## config.mk

```make
export PLATFORM = sky130hd
export DESIGN_NAME = usb_endpoint_fifo_access
export DESIGN_NICKNAME = d
export VERILOG_FILES = /design/src/usb_fifo_pkg.sv /design/src/usb_endpoint_fifo_access.sv
export SDC_FILE = /design/constraint.sdc
export NUM_CORES = 1
export LEC_CHECK = 0
export BUFFER_PORTS_ARGS = -buffer_cell sky130_fd_sc_hd__buf_2
export CAP_MARGIN = 20
export CORE_UTILIZATION = 58
export DETAILED_ROUTE_END_ITERATION = 12
export PLACE_DENSITY = 0.8
export SETUP_SLACK_MARGIN = 0.1
export SYNTH_ARGS = -nofsm -noshare
export SYNTH_HDL_FRONTEND = slang
export SYNTH_SLANG_ARGS = --single-unit
```

## constraint.sdc

```tcl
create_clock -name clock_i -period 4.1 [get_ports clock_i]
set_clock_uncertainty 0.1 [all_clocks]
set_input_delay 0 -clock clock_i [delete_from_list [all_inputs] [get_ports clock_i]]
set_output_delay 0 -clock clock_i [all_outputs]
set_load 0.03 [all_outputs]
```

## src/usb_fifo_pkg.sv

```systemverilog
// Constants and carrier types for the endpoint FIFO access block
package usb_fifo_pkg;

  // ==========================================================
  // Register map (index is printed offset, byte address is x4)
  localparam int         ADDR_W     = 10;
  localparam logic [7:0] CTRL_IDX   = 8'h46;
  localparam logic [7:0] PORT0_IDX  = 8'h48;
  localparam logic [7:0] PORT1_IDX  = 8'h49;
  localparam logic [7:0] PORT2_IDX  = 8'h4A;
  localparam logic [ADDR_W-1:0] CTRL_ADDR = {CTRL_IDX, 2'b00};

  // ==========================================================
  // Control register field positions
  localparam int REQ_BIT   = 0;
  localparam int TX_BIT    = 1;
  localparam int CLR_BIT   = 2;
  localparam int SEL_LO    = 3;
  localparam int SETUP_BIT = 5;
  localparam int READY_BIT = 6;
  localparam int ZLEN_BIT  = 7;
  localparam logic [7:0] CTRL_RESET = 8'h00;

  // ==========================================================
  // Endpoint select codes
  localparam logic [1:0] SEL_EP0  = 2'h0;
  localparam logic [1:0] SEL_EP1  = 2'h1;
  localparam logic [1:0] SEL_EP2  = 2'h2;
  localparam logic [1:0] SEL_RSVD = 2'h3;
  localparam int         NUM_EP   = 3;

  // ==========================================================
  // Timing: 2 us settle gap at a 40 ns clock, rounded up
  localparam int CLK_PERIOD_NS = 40;
  localparam int GAP_NS        = 2000;
  localparam int GAP_CYCLES =
    (GAP_NS + CLK_PERIOD_NS - 1) / CLK_PERIOD_NS;
  localparam int GAP_W = 6;
  localparam logic [GAP_W-1:0] GAP_LOAD = GAP_W'(GAP_CYCLES);

  // ==========================================================
  // Byte stream carrier between engine and FIFOs
  typedef struct packed {
    logic       valid;
    logic [7:0] data;
  } stream_type;

  // Whole state of the access controller
  typedef struct packed {
    logic             req;
    logic             tx;
    logic             clr;
    logic [1:0]       sel;
    logic             setup;
    logic             zlen;
    logic             resp;
    logic             rok;
    logic [7:0]       rdata;
    logic [GAP_W-1:0] gap;
  } ctrl_state_type;

endpackage : usb_fifo_pkg

```

## src/usb_endpoint_fifo_access.sv

```systemverilog
// Endpoint FIFO access controller with its per-endpoint FIFO
//
// Design decision made here: register access over Avalon-MM.
`timescale 1ns/1ns

// ============================================================
// Synchronous FIFO with valid/ready on both sides
module ep_byte_fifo #(
  parameter int WIDTH = 8,
  parameter int DEPTH = 8
) (
  input  wire logic             clock_i,
  input  wire logic             rst_i,
  input  wire logic             flush_i,
  input  wire logic             in_valid_i,
  output logic                  in_ready_o,
  input  wire logic [WIDTH-1:0] in_data_i,
  output logic                  out_valid_o,
  input  wire logic             out_ready_i,
  output logic      [WIDTH-1:0] out_data_o
);
  localparam int PW = $clog2(DEPTH);

  typedef struct packed {
    logic [PW-1:0] wr;
    logic [PW-1:0] rd;
    logic [PW:0]   cnt;
  } fifo_state_type;

  fifo_state_type   st_q;
  fifo_state_type   st_d;
  logic [WIDTH-1:0] mem_q [DEPTH];
  logic             push;
  logic             pop;

  // Flush blocks both sides for its cycle
  assign in_ready_o  = (st_q.cnt != (PW+1)'(DEPTH)) && !flush_i;
  assign out_valid_o = (st_q.cnt != '0) && !flush_i;
  assign out_data_o  = mem_q[st_q.rd];
  assign push        = in_valid_i && in_ready_o;
  assign pop         = out_valid_o && out_ready_i;

  // Pointer and count update
  always_comb begin
    st_d = st_q;
    if (flush_i) begin
      st_d = '0;
    end else begin
      if (push) st_d.wr = st_q.wr + 1'b1;
      if (pop) st_d.rd = st_q.rd + 1'b1;
      st_d.cnt = st_q.cnt + (PW+1)'(push) - (PW+1)'(pop);
    end
  end

  // State register
  always_ff @(posedge clock_i) begin
    if (rst_i) st_q <= '0;
    else st_q <= st_d;
  end

  // Storage, written only on an accepted push
  // No reset here; the count alone says which words are valid
  always_ff @(posedge clock_i) begin
    if (push) mem_q[st_q.wr] <= in_data_i;
  end

  // Count never passes the depth, so ready stays honest
  chk_fifo_count_range: assert property (
    @(posedge clock_i) disable iff (rst_i)
    st_q.cnt <= (PW+1)'(DEPTH))
    else $error("endpoint FIFO count above depth");

endmodule : ep_byte_fifo

// ============================================================
// Access controller: Avalon-MM slave plus three endpoint FIFOs
module usb_endpoint_fifo_access #(
  parameter int WIDTH = 8,
  parameter int DEPTH = 8
) (
  input  wire logic                           clock_i,
  input  wire logic                           rst_i,
  input  wire logic [usb_fifo_pkg::ADDR_W-1:0] address_i,
  input  wire logic                           read_i,
  input  wire logic                           write_i,
  input  wire logic [31:0]                    writedata_i,
  output logic      [31:0]                    readdata_o,
  output logic                                waitrequest_o,
  input  wire logic                           usb_reset_i,
  input  wire logic                           setup_event_i,
  input  wire logic                           zero_len_event_i,
  input  wire usb_fifo_pkg::stream_type [2:0]  eng_push_i,
  output logic      [2:0]                     eng_push_ready_o,
  output usb_fifo_pkg::stream_type      [2:0]  eng_pop_o,
  input  wire logic [2:0]                     eng_pop_ready_i
);
  localparam int NEP = usb_fifo_pkg::NUM_EP;
  localparam int GAP = usb_fifo_pkg::GAP_CYCLES;

  usb_fifo_pkg::ctrl_state_type st_q;
  usb_fifo_pkg::ctrl_state_type st_d;
  logic [NEP-1:0]        f_in_ready;
  logic [NEP-1:0]        f_out_valid;
  logic [WIDTH-1:0]      f_out_data [NEP];
  logic [NEP-1:0]        fw_push;
  logic [NEP-1:0]        fw_pop;
  logic [NEP-1:0]        own_push;
  logic [NEP-1:0]        own_pop;
  logic [NEP-1:0]        flush;
  logic [NEP-1:0]        port_hit;
  logic                  bus_req;
  logic                  fire;
  logic                  ctrl_hit;
  logic                  any_port;
  logic                  sel_ok;
  logic                  ready;
  logic                  ok;
  logic [7:0]            status;
  logic [7:0]            wd;
  logic [7:0]            head;

  // ==========================================================
  // Bus decode; one wait cycle, then the answer
  // Read data freeze at the taking edge, so a pop on the
  // answering edge cannot change what the master takes
  assign bus_req       = read_i || write_i;
  assign waitrequest_o = bus_req && !st_q.resp;
  assign fire          = bus_req && st_q.resp;
  assign readdata_o    = {24'h000000, st_q.rdata};
  assign ctrl_hit      = address_i == usb_fifo_pkg::CTRL_ADDR;
  assign wd            = writedata_i[7:0];
  assign any_port      = |port_hit;

  // Data port address decode, one per endpoint
  assign port_hit[0] = address_i == {usb_fifo_pkg::PORT0_IDX, 2'b00};
  assign port_hit[1] = address_i == {usb_fifo_pkg::PORT1_IDX, 2'b00};
  assign port_hit[2] = address_i == {usb_fifo_pkg::PORT2_IDX, 2'b00};

  // ==========================================================
  // Ready status for the selected endpoint
  // Held low while the settle gap runs, so firmware never
  // takes a byte before it is valid
  assign sel_ok = st_q.sel != usb_fifo_pkg::SEL_RSVD;
  assign head   = sel_ok ? f_out_data[st_q.sel] : 8'h00;
  always_comb begin
    ready = 1'b0;
    if (st_q.req && sel_ok && st_q.gap == '0) begin
      ready = st_q.tx ? f_in_ready[st_q.sel]
                      : f_out_valid[st_q.sel];
    end
  end

  // Access allowed only on the selected port while ready
  assign ok = ready && port_hit[st_q.sel];

  // Status byte as seen by software
  always_comb begin
    status = 8'h00;
    status[usb_fifo_pkg::REQ_BIT]         = st_q.req;
    status[usb_fifo_pkg::TX_BIT]          = st_q.tx;
    status[usb_fifo_pkg::CLR_BIT]         = st_q.clr;
    status[usb_fifo_pkg::SEL_LO +: 2]     = st_q.sel;
    status[usb_fifo_pkg::SETUP_BIT]       = st_q.setup;
    status[usb_fifo_pkg::READY_BIT]       = ready;
    status[usb_fifo_pkg::ZLEN_BIT]        = st_q.zlen;
  end

  // Firmware strobes into the FIFOs, on the answered edge only
  always_comb begin
    fw_push = '0;
    fw_pop  = '0;
    if (fire && write_i && st_q.tx && ok) begin
      fw_push[st_q.sel] = 1'b1;
    end
    if (fire && read_i && !st_q.tx && ok && st_q.rok) begin
      fw_pop[st_q.sel] = 1'b1;
    end
  end

  // ==========================================================
  // Next state of the control register and bus answer
  always_comb begin
    st_d      = st_q;
    st_d.resp = bus_req && !st_q.resp;
    if (st_q.gap != '0) st_d.gap = st_q.gap - 1'b1;
    // Capture read data at the taking edge
    if (read_i && !st_q.resp) begin
      st_d.rok   = ok && !st_q.tx;
      st_d.rdata = ctrl_hit ? status
                 : (ok && !st_q.tx) ? head : 8'h00;
    end
    // Control write; flags are cleared by writing zero
    if (fire && write_i && ctrl_hit) begin
      st_d.req   = wd[usb_fifo_pkg::REQ_BIT];
      st_d.tx    = wd[usb_fifo_pkg::TX_BIT];
      st_d.clr   = wd[usb_fifo_pkg::CLR_BIT];
      st_d.sel   = wd[usb_fifo_pkg::SEL_LO +: 2];
      st_d.setup = st_q.setup && wd[usb_fifo_pkg::SETUP_BIT];
      st_d.zlen  = st_q.zlen && wd[usb_fifo_pkg::ZLEN_BIT];
      if (wd[usb_fifo_pkg::REQ_BIT] && !st_q.req) begin
        st_d.gap = usb_fifo_pkg::GAP_LOAD;
      end
    end
    // Each accepted data push or pop restarts the settle gap; a refused access leaves it running
    if (|fw_push || |fw_pop) st_d.gap = usb_fifo_pkg::GAP_LOAD;
    // Hardware set wins over a firmware clear
    if (setup_event_i) st_d.setup = 1'b1;
    if (zero_len_event_i) st_d.zlen = 1'b1;
    // Bus reset wipes the whole control register
    if (usb_reset_i) begin
      st_d.req   = 1'b0;
      st_d.tx    = 1'b0;
      st_d.clr   = 1'b0;
      st_d.sel   = usb_fifo_pkg::SEL_EP0;
      st_d.setup = 1'b0;
      st_d.zlen  = 1'b0;
      st_d.gap   = '0;
    end
  end

  // State register
  always_ff @(posedge clock_i) begin
    if (rst_i) st_q <= '0;
    else st_q <= st_d;
  end

  // ==========================================================
  // Per-endpoint FIFO with firmware or engine ownership
  for (genvar k = 0; k < NEP; k++) begin : g_ep
    logic             in_valid;
    logic [WIDTH-1:0] in_data;
    logic             out_ready;

    // Firmware owns the side that matches its direction
    assign own_push[k] = st_q.req && st_q.tx && st_q.sel == 2'(k);
    assign own_pop[k]  = st_q.req && !st_q.tx && st_q.sel == 2'(k);
    assign flush[k]    = st_q.clr && st_q.sel == 2'(k);
    assign in_valid  = own_push[k] ? fw_push[k] : eng_push_i[k].valid;
    assign in_data   = own_push[k] ? wd : eng_push_i[k].data;
    assign out_ready = own_pop[k] ? fw_pop[k] : eng_pop_ready_i[k];

    // Engine sees back-pressure while firmware owns a side
    // A flush blocks both sides, so the engine stalls with it
    assign eng_push_ready_o[k] = !own_push[k] && f_in_ready[k];
    assign eng_pop_o[k].valid  = !own_pop[k] && f_out_valid[k];
    assign eng_pop_o[k].data   = f_out_data[k];

    ep_byte_fifo #(
      .WIDTH (WIDTH),
      .DEPTH (DEPTH)
    ) u_fifo (
      .clock_i     (clock_i),
      .rst_i       (rst_i),
      .flush_i     (flush[k]),
      .in_valid_i  (in_valid),
      .in_ready_o  (f_in_ready[k]),
      .in_data_i   (in_data),
      .out_valid_o (f_out_valid[k]),
      .out_ready_i (out_ready),
      .out_data_o  (f_out_data[k])
    );
  end

  // ==========================================================
  // Checks on the controller's own behaviour
  chk_bus_reset_clear: assert property (
    @(posedge clock_i) disable iff (rst_i)
    usb_reset_i |=> (status[5:0] == 6'h00 && !st_q.zlen))
    else $error("control register not cleared by bus reset");

  chk_clear_empties_fifo: assert property (
    @(posedge clock_i) disable iff (rst_i)
    flush != '0 |=> (f_out_valid & $past(flush)) == '0)
    else $error("clear did not empty the selected FIFO");

  chk_reserved_select: assert property (
    @(posedge clock_i) disable iff (rst_i)
    st_q.sel == usb_fifo_pkg::SEL_RSVD |-> !ready && flush == '0)
    else $error("reserved select reached a FIFO");

  chk_setup_flag_sticky: assert property (
    @(posedge clock_i) disable iff (rst_i)
    (st_q.setup && !usb_reset_i && !(fire && write_i && ctrl_hit))
    |=> st_q.setup)
    else $error("setup flag lost without firmware clear");

  chk_setup_flag_set: assert property (
    @(posedge clock_i) disable iff (rst_i)
    setup_event_i && !usb_reset_i |=> st_q.setup)
    else $error("setup event not recorded");

  chk_zero_flag_set: assert property (
    @(posedge clock_i) disable iff (rst_i)
    zero_len_event_i && !usb_reset_i |=> st_q.zlen)
    else $error("zero-length event not recorded");

  chk_ready_after_gap: assert property (
    @(posedge clock_i) disable iff (rst_i)
    $rose(st_q.req) |-> !ready [*8] ##1 st_q.gap == GAP - 8)
    else $error("ready rose before the settle gap");

  chk_zero_len_status: assert property (
    @(posedge clock_i) disable iff (rst_i)
    (st_q.zlen && st_q.req && !st_q.tx && st_q.sel == 2'h0
     && !st_q.setup && !st_q.clr && !f_out_valid[0])
    |-> status == 8'h81)
    else $error("zero-size packet status not 81h");

  chk_unready_port_idle: assert property (
    @(posedge clock_i) disable iff (rst_i)
    fire && any_port && !ready |-> fw_push == '0 && fw_pop == '0)
    else $error("data port moved FIFO while not ready");

  chk_bus_answer_time: assert property (
    @(posedge clock_i) disable iff (rst_i)
    $rose(bus_req) |-> waitrequest_o ##1 !waitrequest_o)
    else $error("bus answer not one cycle after request");

  chk_gap_after_access: assert property (
    @(posedge clock_i) disable iff (rst_i)
    (|fw_push || |fw_pop) && !usb_reset_i
    |=> st_q.gap == usb_fifo_pkg::GAP_LOAD && !ready)
    else $error("ready not held low after a data access");

  chk_clear_routes_select: assert property (
    @(posedge clock_i) disable iff (rst_i)
    st_q.clr && sel_ok |-> flush == (3'h1 << st_q.sel))
    else $error("clear flushed the wrong endpoint FIFO");

endmodule : usb_endpoint_fifo_access

```

==> impl_metrics.py <==
metrics = {
    "outcome": {
        "outcome": "complete, no violations",
    },
    "clock_tree": {
        "cts_hold_buf": 60,
        "cts_tree": "done",
        "clk_latency_ps": 530,
        "post_cts_buffers": 0,
        "cts.sink_count": 254,
        "cts.clk_slew.worst_paths_ps": 70,
        "post_cts_resized": 0,
        "ctsLongestPathBuffers": 3,
        "cts_root_buf": "clkbuf_16",
        "cts_buffers": 26,
        "h-tree-depth": 1,
    },
    "sta": {
        "worst_slew_pin_slew_ps": 929,
        "tns_ps": 0,
        "hold_slack_ps": 29.9,
        "relSlewSlack_pct": 37.9,
        "slew_violations": 0,
        "finalCritPeriodShare_pct": 87.3,
        "fin_crit_ps": 3580,
        "rsz0062_at_grt": "false",
        "finalSetupViolations": 0,
        "fmax_ghz": 0.280,
        "hold_violations": 0,
    },
    "critical_path": {
        "required_ps": 4470,
        "reg2reg_slack_ps": 520,
        "critPathArrivalTime_ps": 3940,
        "critical_path_buf_inv_count": 2,
        "r2r-end": "g_ep[0].u_fifo.st_q[1]",
        "cp_max_fo": 13,
        "critPathLaunchType": "register",
        "reg2reg_depth": 9,
        "r2r-start": "st_q[18]",
        "cpLargestDelayFamily": "simple AND/OR/NAND/NOR gates",
        "end_kind": "register",
        "crit_type": "reg2reg",
        "slowest_stage": "nand3_1",
        "crit_chain": "nor2_1 > nand3_1 > and3_1 > nor2_8 > inv_1 > ha_1 > inv_1 > fa_1 > nor2_1",
        "slowest_delay_ps": 660,
    },
    "layout": {
        "ff_latch_area_sq_um": 7010,
        "fin_util_pct": 70.5,
        "nFillCells": 1277,
        "num_antenna_cells": 0,
        "multi_input_area_sq_um": 4250,
        "drive_above_1_share_pct": 30.7,
        "area_growth_pct": 18.8,
        "fin_nets": 1053,
        "final_area_sq_um": 13800,
    },
    "power_and_ir_drop": {
        "clock_power_share_pct": 30.6,
        "ir_worst_vdd_mv": 0.432,
        "leakage_nw": 5.12,
        "switching_share_pct": 30.5,
        "p_seq_share_pct": 41.5,
        "intPower_mw": 5.38,
        "comb_power_share_pct": 27.9,
        "p_sw_mw": 2.36,
        "p_per_area_nw_per_um2": 560,
    },
    "routing": {
        "first_iter_violations": 438,
        "antenna_left": 0,
        "wire_per_inst_um": 22.4,
        "drc": 0,
        "vias": 7252,
        "routed_wl_um": 27600,
        "drtPass1Iterations": 6,
        "post_drt_via_cell_ratio": 5.88,
    },
    "placed_design": {
        "place_congestion": 0.846,
        "io_buffers": 93,
        "dp_hpwl_um": 17800,
        "dpl_cell_area_sq_um": 12400,
    },
    "synth": {
        "synth.avg_cell_area_sq_um": 14.8,
        "synth_seq_cells": 254,
        "syn_area_sq_um": 11600,
        "ys_types": 60,
        "yosysWarnings": 0,
        "postSynthCellCount": 784,
        "yosysSeqAreaShare_pct": 60.2,
    },
    "global_routing": {
        "antenna_found_initial": 0,
        "first_global_vias": 7192,
        "grt_max_degree": 23,
        "grt.total_usage_pct": 27.6,
        "grt_pass1_wl_um": 41000,
        "overflow": 0,
    },
    "die": {
        "fp.dieArea_sq_um": 20600,
        "die_width_um": 144,
        "fp-row-count": 51,
        "fp.dieH_um": 144,
        "initial_core_util_pct": 59.4,
        "core_sq_um": 19600,
        "io_pins": 142,
    },
    "min_path": {
        "hold_path_depth": 4,
        "hold_start": "eng_push_i[8]",
        "min_path_type": "in2reg",
        "hold_path_end": "g_ep[0].u_fifo.st_q[8]",
    },
    "run": {
        "cap_violations": 0,
    },
}
==> cell families (layout without fill, tap and decap cells) <==
kind of cell | count (synthesis) | after routing | synth area share (%)
other | 1 | 24 | 0.0322
AND/OR/NAND/NOR | 201 | 201 | 10.9
AO/OA/AOI/OAI | 82 | 82 | 4.82
buffers and inverters | 90 | 251 | 4.33
flip-flops | 254 | 254 | 60.2
multiplexers | 115 | 115 | 15.6
XOR/XNOR | 15 | 15 | 1.13
adder cells (fa/ha/maj) | 26 | 26 | 2.99
==> Yosys cell counts, drive strengths merged <==
library cell	number	area [sq um]
a21boi	3	22.5
a21o	6	45.0
a21oi	29	145
a221oi	1	8.76
a22oi	15	113
a32oi	1	8.76
a41oi	1	16.3
and2	11	68.8
and3	5	31.3
and3b	1	8.76
and4	1	8.76
buf	55	373
clkbuf	15	56.3
conb	1	3.75
dfxtp	62	1240
edfxtp	192	5770
fa	3	60.1
ha	23	288
inv	20	75.1
mux2	48	541
mux2i	19	190
mux4	48	1080
nand2	49	184
nand2b	10	62.6
nand3	14	80.1
nand4	1	6.26
nand4b	2	17.5
nor2	28	164
nor2b	6	45.0
nor3	26	130
nor3b	17	173
nor4	6	43.8
nor4b	11	109
nor4bb	7	95.1
o2111a	3	45.0
o211a	3	30.0
o211ai	2	15.0
o21ai	16	91.3
o311a	2	20.0
or2	5	33.8
or3	1	6.26
xnor2	9	78.8
xor2	6	52.6
==> worst min-delay path, delay by kind of cell <==
| kind | cells | cell delay [ps] |
|---|---|---|
| multiplexers | 1 | 110 |
| AND/OR/NAND/NOR | 2 | 420 |
| buffers and inverters | 1 | 70 |
==> sequential cells by signal, indices dropped and copies added, names as in the netlist, named ones only <==
| register | flops |
|---|---|
| g_ep.u_fifo.mem_q | 192 |
| g_ep.u_fifo.st_q | 30 |
| readdata_o | 8 |
| st_q | 15 |
==> layout by cell type (no fill, tap or decap), types with 6 or more instances in the layout <==
master	instances
a21o_1	6
a21oi_1	29
a22oi_1	15
and2_1	11
buf_2	93
buf_4	30
clkbuf_1	8
clkbuf_16	27
conb_1	24
dfxtp_1	62
dlygate4sd3_1	60
edfxtp_1	192
ha_1	23
inv_1	20
mux2_2	48
mux2i_1	19
mux4_2	48
nand2_1	49
nand2b_1	10
nand3_1	12
nor2_1	23
nor3_1	26
nor3b_1	8
nor3b_2	9
nor4b_2	9
o21ai_0	8
xnor2_1	9
xor2_1	6
==> worst max-delay path by stage <==
stage	end	startpoint	cells past startpoint
final	g_ep[0].u_fifo.st_q[1]	st_q[18]	9
after CTS	g_ep[0].u_fifo.st_q[1]	st_q[18]	9
after global routing	g_ep[0].u_fifo.st_q[1]	st_q[18]	9
after global placement	g_ep[0].u_fifo.st_q[3]	st_q[18]	10
after detailed placement	g_ep[0].u_fifo.st_q[1]	st_q[18]	9
after floorplan	g_ep[1].u_fifo.st_q[3]	st_q[22]	12
==> cell type report <==
cell class | count | area share (%)
clock buffers | 37 | 5.31
clock inverters | 11 | 0.924
inverters | 20 | 0.543
multi-input cells | 463 | 30.8
flip-flops and latches | 254 | 50.7
well taps | 265 | 2.40
repair buffers | 183 | 9.34
==> per-stage QoR <==
| stage | power, mW | setup slack [ps] | cells |
|---|---|---|---|
| 6_report | 7.74 | 522 | 1233 |
| 5_1_grt | 8.08 | 325 | 1233 |
| 4_1_cts | 7.76 | 604 | 1233 |
| 3_5_place_dp | 5.35 | 665 | 1125 |
| 3_3_place_gp | 5.28 | 785 | 1125 |
| 2_1_floorplan | 4.83 | 1010 | 807 |
==> power by group through the flow <==
stage / Clock [mW] / Sequential, mW / Combinational (mW)
2_1_floorplan: 0 / 3.14 / 1.69
3_3_place_gp: 0 / 3.25 / 2.03
3_5_place_dp: 0 / 3.26 / 2.08
4_1_cts: 2.39 / 3.22 / 2.15
5_1_grt: 2.49 / 3.25 / 2.34
6_report: 2.37 / 3.21 / 2.16
==> metal layers <==
metal	GRT usage (%)	part of all wire [%]	routed length, um	vias up
li1	-	-	-	3292
met1	35.3	38	10500	3557
met2	48.9	51	14100	349
met3	4.43	8.6	2370	54
met4	7.22	2.3	642	0
met5	0	0	0	-
Power figures use the tool's default switching activity.
